File: config.mk
export PLATFORM = sky130hd
export DESIGN_NAME = ccs_regs
export DESIGN_NICKNAME = d
export VERILOG_FILES = /design/src/inc/ccs_pkg.sv /design/src/core/ccs_regs.sv /design/src/core/ccs_pixel_offset.sv
export SDC_FILE = /design/constraint.sdc
export NUM_CORES = 1
export LEC_CHECK = 0
export BUFFER_PORTS_ARGS = -buffer_cell sky130_fd_sc_hd__buf_2
export CORE_MARGIN = 4
export CORE_UTILIZATION = 25
export CTS_CLUSTER_SIZE = 8
export DETAILED_ROUTE_END_ITERATION = 8
export PLACE_DENSITY = 0.53
export SLEW_MARGIN = 20
export SYNTH_ARGS = -nofsm -noshare
export SYNTH_HDL_FRONTEND = slang
export SYNTH_HIERARCHICAL = 1
export SYNTH_SLANG_ARGS = --single-unit
File: constraint.sdc
create_clock -name sys_clk -period 2.39 [get_ports sys_clk]
set_input_delay 0.1195 -clock sys_clk [delete_from_list [all_inputs] [get_ports sys_clk]]
set_output_delay 0.1195 -clock sys_clk [all_outputs]
set_load 0.02 [all_outputs]
File: src/inc/ccs_pkg.sv
// Purpose: Constants for the camera control and status register slice
// Assumes: Registers addressed by byte offset from the camera base address
// Notes:   Pixel format codes and the acceptance table are local encodings
package ccs_pkg;
   // Register offsets
   localparam logic [11:0] OFF_VIDEO_SETTING_ERROR = 12'h628;
   localparam logic [11:0] OFF_SOFT_TRIGGER        = 12'h62c;
   localparam logic [11:0] OFF_PIXEL_DEPTH         = 12'h630;
   localparam logic [11:0] OFF_BRIGHTNESS          = 12'h800;

   // Brightness field positions
   localparam int BRT_PRESENT_BIT = 0;
   localparam int BRT_ABS_BIT     = 1;
   localparam int BRT_ONEPUSH_BIT = 5;
   localparam int BRT_ENABLE_BIT  = 6;
   localparam int BRT_AUTO_BIT    = 7;
   localparam int BRT_VALUE_LSB   = 20;
   localparam int BRT_VALUE_MSB   = 31;

   // Brightness value limits and reset
   localparam logic [11:0] BRT_VALUE_RESET = 12'h010;
   localparam logic [11:0] BRT_VALUE_MAX   = 12'h0ff;
   localparam int          BRT_STEP_SHIFT8 = 4;

   // Software trigger field
   localparam int TRIG_BIT = 0;

   // Video format codes
   localparam logic [2:0] FORMAT_CUSTOM = 3'h7;

   // Local pixel format codes
   localparam logic [2:0] PIX_MONO8  = 3'h0;
   localparam logic [2:0] PIX_RAW8   = 3'h1;
   localparam logic [2:0] PIX_YUV422 = 3'h2;
   localparam logic [2:0] PIX_MONO16 = 3'h3;
   localparam logic [2:0] PIX_RAW16  = 3'h4;

   // Data depth values
   localparam logic [7:0] DEPTH_8  = 8'h08;
   localparam logic [7:0] DEPTH_12 = 8'h0c;

   // Bus speed, frame rate and video mode code limits
   localparam logic [1:0] SPEED_MAX = 2'h2;
   localparam logic [2:0] RATE_MAX  = 3'h5;
   localparam logic [2:0] MODE_MAX  = 3'h5;

   localparam logic [3:0] TRIG_MODE_PULSE = 4'h0;
   localparam logic [2:0] TRIG_SRC_SOFT   = 3'h7;
endpackage

File: src/core/ccs_regs.sv
// Purpose: Video-setting check, software trigger, data depth and brightness registers
// Assumes: Register port is synchronous to sys_clk; video settings from same domain
// Notes:   Reads return data one cycle after the read strobe
`timescale 1ns/100ps
// Function
// The video-setting check is recomputed whenever format, mode, rate or speed change.
// The check reads 0 when the combination is acceptable and 1 when it is not.
// The check is unused in the custom format and ignores writes.
// Writing bit 0 of the trigger register as 1 sets the trigger, as 0 releases it.
// The trigger bit only fires exposures when the trigger source selects software.
// In trigger mode 0 the trigger bit clears itself after being set.
// The depth register's low byte reports bits per pixel from the pixel format alone; the 16-bit formats read 12, not 16.
// Brightness bit 0 always reads 1 and ignores writes.
// Brightness bit 1 always reads 0 and is read only.
// Brightness bit 5 always reads 0 and is read only.
// Brightness bit 6 always reads 1 and is read only.
// Brightness bit 7 always reads 0 and is read only.
// The brightness value in bits 20 to 31 spans 0 to 255 and resets to 16.
// In 8-bit and YUV formats every 16 steps of brightness add 1 to each pixel.
// In 16-bit formats every step of brightness adds 1 to each pixel.
// Reserved bits read zero and ignore writes.
module ccs_regs (
   // Clock and reset
   input  wire logic        sys_clk,
   input  wire logic        reset_n,
   input  wire logic        clkEn,
   // Register port
   input  wire logic        regWrite,
   input  wire logic        regRead,
   input  wire logic [11:0] regAddr,
   input  wire logic [31:0] regWdata,
   output logic [31:0]      regRdata,
   output logic             regRvalid,
   // Current video settings
   input  wire logic [2:0]  videoFormat,
   input  wire logic [2:0]  videoMode,
   input  wire logic [2:0]  frameRate,
   input  wire logic [1:0]  busSpeed,
   input  wire logic [2:0]  pixelFormat,
   // Trigger mode settings
   input  wire logic [3:0]  triggerMode,
   input  wire logic [2:0]  triggerSource,
   // Trigger and capture status
   output logic             softTrigger,
   output logic             softExposeStart,
   output logic             captureAllowed,
   // Pixel stream
   input  wire logic        pixInValid,
   input  wire logic [15:0] pixIn,
   output logic             pixOutValid,
   output logic [15:0]      pixOut
);
   typedef enum logic [1:0] {
      TRG_IDLE = 2'b01,
      TRG_HELD = 2'b10
   } ccs_trig_type;

   logic        rstMeta_n;
   logic        rstSync_n;
   logic        settingError;
   logic [12:0] lastSettings;
   logic [12:0] curSettings;
   logic [11:0] brightValue;
   logic [7:0]  depth;
   logic        trigWrite;
   logic        trigPrev;
   ccs_trig_type trigState;
   ccs_trig_type next_trigState;

   // Combination acceptance, one place for both paths
   function automatic logic combo_bad(input logic [2:0] fmt, input logic [2:0] mode,
                                      input logic [2:0] rate, input logic [1:0] speed);
      combo_bad = (fmt != ccs_pkg::FORMAT_CUSTOM) &&
                  ((mode > ccs_pkg::MODE_MAX) || (rate > ccs_pkg::RATE_MAX) ||
                   (speed > ccs_pkg::SPEED_MAX));
   endfunction

   function automatic logic [7:0] depth_of(input logic [2:0] pix);
      if (pix == ccs_pkg::PIX_MONO16 || pix == ccs_pkg::PIX_RAW16) begin
         depth_of = ccs_pkg::DEPTH_12;
      end else begin
         depth_of = ccs_pkg::DEPTH_8;
      end
   endfunction

   // Reset release through two flops
   always_ff @(posedge sys_clk or negedge reset_n) begin
      if (!reset_n) begin
         rstMeta_n <= 1'b0;
         rstSync_n <= 1'b0;
      end else begin
         rstMeta_n <= 1'b1;
         rstSync_n <= rstMeta_n;
      end
   end

   assign curSettings = {videoFormat, videoMode, frameRate, busSpeed, 2'b00};

   // Re-check only on a setting change; held between changes
   always_ff @(posedge sys_clk or negedge rstSync_n) begin
      if (!rstSync_n) begin
         lastSettings <= 13'h0000;
         settingError <= 1'b0;
         depth        <= ccs_pkg::DEPTH_8;
      end else if (clkEn) begin
         lastSettings <= curSettings;
         if (curSettings != lastSettings) begin
            if (videoFormat == ccs_pkg::FORMAT_CUSTOM) begin
               settingError <= 1'b0;
            end else begin
               settingError <= combo_bad(videoFormat, videoMode, frameRate, busSpeed);
            end
         end
         depth <= depth_of(pixelFormat);
      end
   end

   assign captureAllowed = !settingError;

   // Brightness value register
   always_ff @(posedge sys_clk or negedge rstSync_n) begin
      if (!rstSync_n) begin
         brightValue <= ccs_pkg::BRT_VALUE_RESET;
      end else if (clkEn && regWrite && regAddr == ccs_pkg::OFF_BRIGHTNESS) begin
         // Out-of-range values are dropped so the offset stays bounded
         if (regWdata[ccs_pkg::BRT_VALUE_MSB:ccs_pkg::BRT_VALUE_LSB]
             <= ccs_pkg::BRT_VALUE_MAX) begin
            brightValue <= regWdata[ccs_pkg::BRT_VALUE_MSB:ccs_pkg::BRT_VALUE_LSB];
         end
      end
   end

   assign trigWrite = regWrite && (regAddr == ccs_pkg::OFF_SOFT_TRIGGER);

   always_comb begin
      next_trigState = trigState;
      case (trigState)
         TRG_IDLE: begin
            if (trigWrite && regWdata[ccs_pkg::TRIG_BIT]) begin
               next_trigState = TRG_HELD;
            end
         end
         TRG_HELD: begin
            if (trigWrite && !regWdata[ccs_pkg::TRIG_BIT]) begin
               next_trigState = TRG_IDLE;
            end else if (triggerMode == ccs_pkg::TRIG_MODE_PULSE && !trigWrite) begin
               // A fresh set in the clearing cycle keeps the trigger up
               next_trigState = TRG_IDLE;
            end
         end
         default: next_trigState = TRG_IDLE;
      endcase
   end

   always_ff @(posedge sys_clk or negedge rstSync_n) begin
      if (!rstSync_n) begin
         trigState <= TRG_IDLE;
         trigPrev  <= 1'b0;
      end else if (clkEn) begin
         trigState <= next_trigState;
         trigPrev  <= (trigState == TRG_HELD);
      end
   end

   assign softTrigger = (trigState == TRG_HELD);
   // Only a rising trigger fires, and only from the software source
   assign softExposeStart = softTrigger && !trigPrev &&
                            (triggerSource == ccs_pkg::TRIG_SRC_SOFT);

   // Read port
   always_ff @(posedge sys_clk or negedge rstSync_n) begin
      if (!rstSync_n) begin
         regRdata  <= 32'h00000000;
         regRvalid <= 1'b0;
      end else if (clkEn) begin
         regRvalid <= regRead;
         regRdata  <= 32'h00000000;
         if (regRead) begin
            case (regAddr)
               ccs_pkg::OFF_VIDEO_SETTING_ERROR: regRdata[0] <= settingError;
               ccs_pkg::OFF_SOFT_TRIGGER: regRdata[ccs_pkg::TRIG_BIT] <= softTrigger;
               ccs_pkg::OFF_PIXEL_DEPTH: regRdata[7:0] <= depth;
               ccs_pkg::OFF_BRIGHTNESS: begin
                  regRdata[ccs_pkg::BRT_PRESENT_BIT] <= 1'b1;
                  regRdata[ccs_pkg::BRT_ABS_BIT]     <= 1'b0;
                  regRdata[ccs_pkg::BRT_ONEPUSH_BIT] <= 1'b0;
                  regRdata[ccs_pkg::BRT_ENABLE_BIT]  <= 1'b1;
                  regRdata[ccs_pkg::BRT_AUTO_BIT]    <= 1'b0;
                  regRdata[ccs_pkg::BRT_VALUE_MSB:ccs_pkg::BRT_VALUE_LSB] <= brightValue;
               end
               default: regRdata <= 32'h00000000;
            endcase
         end
      end
   end

   ccs_pixel_offset u_offset (
      .sys_clk     (sys_clk),
      .rstSync_n   (rstSync_n),
      .clkEn       (clkEn),
      .pixelFormat (pixelFormat),
      .brightValue (brightValue),
      .pixInValid  (pixInValid),
      .pixIn       (pixIn),
      .pixOutValid (pixOutValid),
      .pixOut      (pixOut)
   );
endmodule // ccs_regs

File: src/core/ccs_pixel_offset.sv
// Purpose: Adds the brightness offset to each pixel value
// Assumes: Pixel data 16 bits wide, 8-bit formats in the low byte
// Notes:   Result saturates at full scale rather than wrapping
`timescale 1ns/100ps
module ccs_pixel_offset (
   // Clock and reset
   input  wire logic        sys_clk,
   input  wire logic        rstSync_n,
   input  wire logic        clkEn,
   // Settings
   input  wire logic [2:0]  pixelFormat,
   input  wire logic [11:0] brightValue,
   // Pixel stream
   input  wire logic        pixInValid,
   input  wire logic [15:0] pixIn,
   output logic             pixOutValid,
   output logic [15:0]      pixOut
);
   logic        wide;
   logic [16:0] sum;
   logic [15:0] offset;

   assign wide = (pixelFormat == ccs_pkg::PIX_MONO16) ||
                 (pixelFormat == ccs_pkg::PIX_RAW16);
   always_comb begin
      if (wide) begin
         offset = {4'h0, brightValue};
      end else begin
         offset = {8'h00, brightValue[11:4]};
      end
   end
   assign sum = {1'b0, pixIn} + {1'b0, offset};

   always_ff @(posedge sys_clk or negedge rstSync_n) begin
      if (!rstSync_n) begin
         pixOut      <= 16'h0000;
         pixOutValid <= 1'b0;
      end else if (clkEn) begin
         pixOutValid <= pixInValid;
         if (wide) begin
            pixOut <= sum[16] ? 16'hffff : sum[15:0];
         end else begin
            // Clip 8-bit formats at 255
            pixOut <= (sum[16:8] != 9'h000) ? 16'h00ff : sum[15:0];
         end
      end
   end
endmodule // ccs_pixel_offset

## Word-level counts from Yosys, hierarchy flattened

Index checks and enable logic that the tools add are counted.

- Output and inout port bits: 53
- Register bits after elaboration: 87
- Word-level logic and storage cells: 68
- Input bits: 87

- Muxes and demuxes: 16
- Reductions and logical operators: 21
- Equality and inequality tests: 14
- Add/sub/neg operators: 1
- $lt $le $gt $ge: 4

Operators with widths:

| cell | count |
|---|---|
| 16-bit 2-to-1 mux | 3 |
| 12-bit by 11-bit == test with 1-bit output (second input constant) | 3 |
| 32-bit 2-to-1 mux | 1 |
| 12-bit 2-to-1 mux | 2 |
| 16-bit by 12-bit adder with 17-bit output | 1 |
| 12-bit == test (second input constant) | 1 |
| 12-bit by 8-bit <= comparator with 1-bit output (second input constant) | 1 |
| 11-bit != test | 1 |
| 3-bit == test (second input constant) | 3 |
| 1-bit logical AND | 9 |
| 9-bit nonzero test | 1 |
| 3-bit greater-than comparator (second input constant) | 2 |
| 2-bit 2-to-1 mux | 3 |
| 3-bit 2-to-1 mux | 2 |
| 3-bit case mux with 2 select lines | 1 |
| 1-bit logical NOT | 4 |
| 4-bit logical NOT | 1 |
| 1-bit case mux with 4 select lines | 1 |
| 2-bit case mux with 2 select lines | 1 |
| 2-bit AND reduction | 2 |
| 3-bit by 2-bit == test with 1-bit output (second input constant) | 1 |
| 1-bit logical OR | 3 |
| 3-bit by 1-bit != test with 1-bit output (second input constant) | 1 |
| 3-bit != test (second input constant) | 1 |
| 6 further kinds | 7 |

## Longest topological paths before layout

Gate-level depths: netlist (run 1).

- Depth after elaboration: 7
- Gate-level depth with buffers: 14
- Mapped depth without buffers: 13

## Hierarchy

Netlist (run 1), hierarchy kept.

By module, submodules not included:

| module | times used | sequential area each (µm²) | area an instance (µm²) | cells an instance |
|---|---|---|---|---|
| ccs_regs | 1 | 1178.6 | 2155.8 | 167 |
| ccs_pixel_offset | 1 | 425.4 | 1722.9 | 185 |

## Worst setup path before layout (run 1)

No wires, ideal clock.

- Kind: input to register
- Start: in pixelFormat[0]
- End: reg u_offset.pixOut[0]
- Stages: 12
- Path slack: -0.835 ns
- Buffers on the path: 1
- Required time: 2.269 ns
- Arrival time: 3.104 ns
- Setup time: 0.121 ns
- Cells stage by stage: nand2_1 -> o21ai_2 -> clkbuf_1 -> mux2_2 -> ha_1 -> a21oi_1 -> o21ba_1 -> a211oi_1 -> or4b_4 -> a2111oi_4 -> a41oi_4 -> o22a_1

- Word-level cells in the longest chain between the ends: 7
- Elaborated cells on any way between the ends: 9
- Classes of those cells: add/sub: 1; eq/ne: 2; mux: 4; reduce/logical: 2

RTL lines:

| element | RTL line | source |
|---|---|---|
| from (decl) | ccs_regs.sv:39 | `input wire logic [2:0] pixelFormat,` |
| 3-bit by 2-bit == test with 1-bit output / 3-bit == test (equally long branches) | ccs_pixel_offset.sv:23, ccs_pixel_offset.sv:24 |  |
| 1-bit logical OR (*) | ccs_pixel_offset.sv:23 | `assign wide = (pixelFormat == ccs_pkg::PIX_MONO16) \|\|` |
| 12-bit 2-to-1 mux | ccs_pixel_offset.sv:26 | `if (wide) begin` |
| 16-bit by 12-bit adder with 17-bit output | ccs_pixel_offset.sv:32 | `assign sum = {1'b0, pixIn} + {1'b0, offset};` |
| 9-bit nonzero test | ccs_pixel_offset.sv:44 | `pixOut <= (sum[16:8] != 9'h000) ? 16'h00ff : sum[15:0];` |
| 16-bit 2-to-1 mux | ccs_pixel_offset.sv:44 |  |
| 16-bit 2-to-1 mux (*) | ccs_pixel_offset.sv:40 | `if (wide) begin` |
| to (signal assigned) | ccs_pixel_offset.sv:41 | `pixOut <= sum[16] ? 16'hffff : sum[15:0];` |
| to (signal assigned) | ccs_pixel_offset.sv:44 |  |
| to (decl) | ccs_pixel_offset.sv:17 | `output logic [15:0] pixOut` |

Every way passes the cells marked *; elsewhere a longest branch is shown, timed or not.
A chain may end at the register's enable or synchronous reset.

## Worst setup path after layout (run 1)

- Start: reg brightValue[4]
- End: reg u_offset.pixOut[3]

- Word-level cells in the longest chain between the ends: 5
- Elaborated cells on any way between the ends: 6
- Classes of those cells: add/sub: 1; mux: 4; reduce/logical: 1

RTL lines:

| element | RTL line | source |
|---|---|---|
| from (decl) | ccs_regs.sv:63 | `logic [11:0] brightValue;` |
| from (signal assigned) | ccs_regs.sv:123 | `brightValue <= ccs_pkg::BRT_VALUE_RESET;` |
| from (signal assigned) | ccs_regs.sv:128 | `brightValue <= regWdata[ccs_pkg::BRT_VALUE_MSB:ccs_pkg::BRT_VALUE_LSB];` |
| 12-bit 2-to-1 mux (*) | ccs_pixel_offset.sv:26 |  |
| 16-bit by 12-bit adder with 17-bit output (*) | ccs_pixel_offset.sv:32 |  |
| 9-bit nonzero test | ccs_pixel_offset.sv:44 |  |
| 16-bit 2-to-1 mux | ccs_pixel_offset.sv:44 |  |
| 16-bit 2-to-1 mux (*) | ccs_pixel_offset.sv:40 |  |

Marked as above.

==> results of run 1 <==
[critical path, stage by stage (launching register included)]
cell      delay, ps
dfstp_2         380
mux2_4          280
ha_4            160
fa_2            330
a21o_1          240
a311oi_4        330
nor3_2          110
nor2_2          140
mux2_4          340
a41oi_4         350
o22a_1          190
[final cells by class]
cell class	count	share of cell area, %
sequential	64	29.2
inverter	10	0.684
tap	188	4.29
multi-input combinational	263	41.8
timing repair buffer	167	18.9
clock inverter	3	0.319
clock buffer	13	4.74
[worst paths after layout]
check | from | endpoint | cells after the start
worst max-delay path | brightValue[4] | u_offset/pixOut[3] | 10
worst max register to register | brightValue[4] | u_offset/pixOut[3] | 10
min in group asynchronous | reset_n | rstSync_n | 2
worst min-delay path | regWdata[20] | brightValue[0] | 2
max in group asynchronous | rstSync_n | brightValue[4] | 1
worst min register to register | rstSync_n | regRdata[26] | 0
[per-layer routing]
layer | share of wire, % | wire length (um) | track usage [%] | vias up
met3 | 3.7 | 411 | 2.59 | 16
met2 | 49 | 5500 | 21.8 | 60
met1 | 45 | 5030 | 16.2 | 1625
li1 | - | - | - | 1600
met4 | 2.0 | 221 | 5.48 | 0
met5 | 0 | 0 | 0 | -
[placed cells by master (no fill, tap or decap), types with 4 or more instances in the layout]
master,count
nand4_1,4
mux2_4,10
nor2b_1,4
nand3_1,5
conb_1,17
xor2_1,16
nor2_1,15
ha_1,6
buf_4,56
a22o_1,13
dfrtp_1,61
inv_1,10
xnor2_1,6
mux2_2,24
buf_2,103
clkbuf_16,9
o21ai_1,4
a21o_1,8
nand2_1,17
ha_4,7
nor3_1,4
a21oi_1,10
and2_1,9
o22a_1,8
nor4_1,4
[cells by family after synthesis]
group	after synthesis	synth area share [%]
XOR/XNOR	22	4.97
AO/OA/AOI/OAI	86	18.3
AND/OR/NAND/NOR	87	12.9
other	2	0.194
buffers and inverters	40	6.32
flip-flops	64	41.4
adder cells (fa/ha/maj)	14	4.71
multiplexers	37	11.2
[where the power goes]
part           internal, mW  total (mW)  leakage, nW  switching [mW]
Combinational         0.193       0.429         1.73           0.237
Sequential             1.13        1.17        0.807          0.0360
Clock                 0.755        1.23        0.136           0.480
[sequential cells by signal (all words and copies together) (netlist names)]
| register | flops |
|---|---|
| lastSettings | 11 |
| settingError | 1 |
| brightValue | 12 |
| regRvalid | 1 |
| regRdata | 16 |
| depth | 1 |
| trigState | 2 |
| rstMeta_n | 1 |
| u_offset/pixOut | 16 |
| trigPrev | 1 |
| u_offset/pixOutValid | 1 |
| rstSync_n | 1 |
[stage by stage]
step	cells	hold WS (ps)	total power, mW
CTS	705	2.67	2.87
global route	708	11.1	2.97
finish	708	17.1	2.83
detailed placement	686	-93.6	1.60
global placement	686	-94.7	1.59
floorplan	367	-176	1.44
[what timing repair did]
action                                  CTS  global route
endpoints found under the setup margin   16            16
endpoints found under the hold margin     3             0
gates resized for setup                   8            13
pin swaps                                 4             5
buffers inserted                          1             3
hold buffers                              2             0
==> reports/metrics.csv, run 1 <==
metric,value,unit
Setup WS post-layout,-532,ps
ys flop type,dfrtp_1,
Initial Utilization,25.5,%
Syn-to-layout area delta,41.5,%
Rows,45,
chip height,133,um
CP Max Fanout,8,
"area leader, netlist",dfrtp_1,
Leak,2.67,nW
top cell type's share of synthesized area,40.0,%
"Reg clk slew, reported paths",60,ps
Synth area leaders,"dfrtp_1, mux2_2, ha_1, xor2_1, buf_4",
Fin Setup TNS,-6770,ps
number of flops mapped to enable cells by yosys,0,
GRT Total Usage,13.0,%
period utilization,122,%
register area share after synthesis,41.4,%
WL/cell,15.8,um
skew final,7.98,ps
CTS sink cnt,64,
clock latency on the worst-skew pair,340,ps
Max VDD drop,284,uV
post-route ant nets,0,
"Slew Viols, Final",0,
Crit Path Class,reg -> reg,
register area,1610,um2
root buffer cell,clkbuf_16,
largest net degree at the start of global routing,49,
Synth warnings,6,
GRT overflow,0,
# nets final,616,
Mapped Area,3880,um2
Crit. End Element,flip-flop,
CTS tree,built,
data required time at the worst endpoint,2670,ps
routability congestion estimate,0.822,
Worst EP arrival,3200,ps
syn_area_per_cell,11.0,um2
worst min path class,in -> reg,
CP Launch Type,flip-flop,
Reg2Reg Setup Slack,-530,ps
number of global-route vias before repair,3473,
H-Tree Depth,3,
initial antenna violation count,0,
Multi-input gate area,2300,um2
Post-synth top cells,"dfrtp_1, mux2_2, nand2_1",
CTS Buffer Depth,2,
fmax,0.342,GHz
fillers,1542,
die width,133,um
"Core Util, Final",36.1,%
DP Area,5050,um2
"Min Clock Period, post-route",2920,ps
first-pass GRT wire length,18000,um
final instance area,5490,um2
via count,3301,
HPWL Detailed,8700,um
"Distinct cells, synth",67,
drt first pass iters,4,
die area,17600,um2
async set-reset flop share out of synthesis,100,%
number of max-cap violations,0,
Slew @ Worst Pin,595,ps
layout cells sized above 1,48.8,%
I/O Buffers,104,
CORE AREA,15200,um2
final hold viol count,0,
Pwr Density,516,nW/um2
I/O Pins,140,
cell count after synthesis,352,
# diodes,0,
TritonCTS Buffers,9,
failing checks,negative setup slack,
final WL,11200,um
outcome,finished with violations,
DR DRC count,0,
#FFs+latches synth,64,
slew margin rel.,60.4,%
Final setup viols,16,
top-count cell post-synth,dfrtp_1,
DR vias/cell,4.66,
DP Worst Slack,-982,ps
initial detailed-routing violation count,96,
unrepaired setup endpoints after global routing,yes,
(Power assumes the default switching activity.)
==> run 2, diff against run 1 <==
--- a/config.mk
+++ b/config.mk
@@ -10,7 +10,9 @@
 export CORE_UTILIZATION = 25
 export CTS_CLUSTER_SIZE = 8
 export DETAILED_ROUTE_END_ITERATION = 8
+export HOLD_SLACK_MARGIN = 0.15
 export PLACE_DENSITY = 0.53
+export REMOVE_ABC_BUFFERS = 1
 export SLEW_MARGIN = 20
 export SYNTH_ARGS = -nofsm -noshare
 export SYNTH_HDL_FRONTEND = slang
==> constraint.sdc (replaced) <==
create_clock -name sys_clk -period 3.5 [get_ports sys_clk]
set_input_delay 0.175 -clock sys_clk [delete_from_list [all_inputs] [get_ports sys_clk]]
set_output_delay 0.175 -clock sys_clk [all_outputs]
set_load 0.02 [all_outputs]
==> run 2 against run 1 <==
Effect of this change:
- the run now ends clean
- sequential cell count stayed put
- total power is 28% lower
- via count is 3.1% lower
- core utilization is 1.5 points lower
- routed wire length is 3.7% lower
- sequential share of layout area is 1.3 points higher
- critical path type is now in -> reg
- largest cell class unchanged
- highest routed layer unchanged
==> reports/metrics.csv, run 2 (same netlist as run 1, synthesis figures left out) <==
metric,value,unit,change
largest net degree at the start of global routing,47,,-4.1%
"Slew Viols, Final",0,,unchanged
Rows,45,,unchanged
GRT Total Usage,12.4,%,-0.50 points
skew final,7.11,ps,-0.868 ps
biggest cell delay along the critical path,410,ps,+30 ps
CP Max Fanout,8,,unchanged
drt first pass iters,4,,unchanged
TritonCTS Buffers,9,,unchanged
# nets final,604,,-1.9%
clock latency on the worst-skew pair,330,ps,about the same
slew margin rel.,53.5,%,-6.8 points
Crit. End Element,flip-flop,,
routability congestion estimate,0.807,,-1.8%
Top delay family on crit path,compound AO/OA/AOI/OAI gates,,
Leak,2.57,nW,-3.6%
"Slowest-stage cell, CP",mux2_2,,
Setup Buffers After CTS,0,,-1
register area,1610,um2,+0.16%
Crit Path Class,in -> reg,,
fmax,0.304,GHz,
DR vias/cell,4.60,,-1.4%
outcome,finished clean,,
"leading cell type in the layout, fill and taps excluded",buf_2,,
DR DRC count,0,,unchanged
Final setup viols,0,,-16
WL/cell,15.4,um,-2.1%
final hold viol count,0,,unchanged
root buffer cell,clkbuf_16,,
"Cell Chain, Critical Path",buf_2 > nand2_1 > o21ai_4 > mux2_2 > ha_1 > fa_1 > a21o_1 > a311oi_1 > buf_4 > nor3_1 > nor2_1 > mux2_2 > a41oi_4 > o22a_1,,
"Reg clk slew, reported paths",50,ps,about the same
worst min path class,in -> reg,,
CTS Buffer Depth,2,,unchanged
number of global-route vias before repair,3355,,-3.4%
"Core Util, Final",34.6,%,-1.5 points
Syn-to-layout area delta,35.6,%,
final instance area,5260,um2,-4.2%
FF-to-FF End,u_offset/pixOut[4],,
die area,17600,um2,unchanged
Reg2Reg Setup Slack,240,ps,+770 ps
chip height,133,um,unchanged
final WL,10700,um,-3.7%
leading registers by flop count,"regRdata (16), u_offset/pixOut (16), brightValue (12)",,
Hold Path Origin,regAddr[4],,
dpl cells,656,,-4.4%
Multi-input gate area,2090,um2,-8.8%
FF-to-FF path depth,11,,+1
number of max-cap violations,0,,unchanged
Post-Layout Cell Count,696,,-1.7%
HPWL Detailed,8060,um,-7.3%
Pwr Density,390,nW/um2,-24%
"Min Clock Period, post-route",3280,ps,
total power draw,2.05,mW,-28%
data required time at the worst endpoint,3760,ps,+1090 ps
Slew @ Worst Pin,697,ps,+102 ps
CTS sink cnt,64,,unchanged
Worst EP arrival,3550,ps,+350 ps
CORE AREA,15200,um2,unchanged
post-route ant nets,0,,unchanged
period utilization,93.8,%,
worst hold stages,3,,+1
Hold Slack,203,ps,+186 ps
CP Launch Type,primary input,,
worst r2r src,brightValue[0],,
DP Area,4690,um2,-7.2%
die width,133,um,unchanged
Worst Path Buf+Inv,2,,+2
initial antenna violation count,0,,unchanged
most frequent cells in the layout,"buf_2, dfrtp_1, mux2_2",,
GRT overflow,0,,unchanged
via count,3200,,-3.1%
Initial Utilization,25.5,%,unchanged
first-pass GRT wire length,17400,um,-3.3%
# diodes,0,,unchanged
Max VDD drop,170,uV,-40%
initial detailed-routing violation count,98,,+2.1%
I/O Pins,140,,unchanged
layout cells sized above 1,38.8,%,-10 points
I/O Buffers,104,,unchanged
unrepaired setup endpoints after global routing,no,,
fillers,1534,,-0.52%
Hold Crit Endpoint,regRdata[2],,
H-Tree Depth,3,,unchanged
CTS tree,built,,
cell mode on critical path,mux2_2,,
==> run 2: cell type report <==
cell class	instances	area share, %
clock inverters	5	1.52
repair buffers	155	18.3
flip-flops and latches	64	30.6
well taps	188	4.47
inverters	10	0.714
multi-input cells	263	39.8
clock buffers	11	4.61
==> run 2: timing repair <==
item                                    in CTS  in global routing
endpoints found under the setup margin       0                  8
endpoints found under the hold margin       25                  0
hold buffers                                24                  0
resized for setup                            0                  1
==> run 2: power by group <==
group / switching (mW) / internal [mW] / total, mW
clock network: 0.332 / 0.641 / 0.974
logic: 0.148 / 0.128 / 0.277
registers: 0.0279 / 0.772 / 0.800
==> run 2: worst max path at each step <==
stage	from	to	slack [ps]	cells after the start
after detailed placement	pixelFormat[0]	u_offset/pixOut[4]	-130	14
after global routing	pixelFormat[1]	u_offset/pixOut[2]	20	15
final	pixelFormat[0]	u_offset/pixOut[4]	220	14
after floorplan	pixelFormat[0]	u_offset/pixOut[0]	80	12
after global placement	pixelFormat[0]	u_offset/pixOut[0]	-140	14
after CTS	pixelFormat[0]	u_offset/pixOut[4]	180	14
==> run 2: worst reg2reg max path, delay by kind of cell, from the launching register on <==
family,cells,cell delay (ps)
compound gates,4,1090
buf+inv,1,190
mux,2,690
flops,1,400
simple gates,2,210
fa+ha+maj,2,600
==> run 2: metal layers <==
layer | up-vias | global-route usage [%] | wire [um]
met2 | 80 | 20.4 | 5100
met5 | - | 0 | 0
li1 | 1578 | - | -
met3 | 15 | 2.81 | 407
met4 | 0 | 4.62 | 181
met1 | 1527 | 16.1 | 5050
==> run 2: through the flow <==
stage	TNS (ps)	setup slack [ps]
6_report	0	216
5_1_grt	0	24.5
4_1_cts	0	180
3_5_place_dp	-1070	-135
3_3_place_gp	-1210	-143
2_1_floorplan	0	81.1
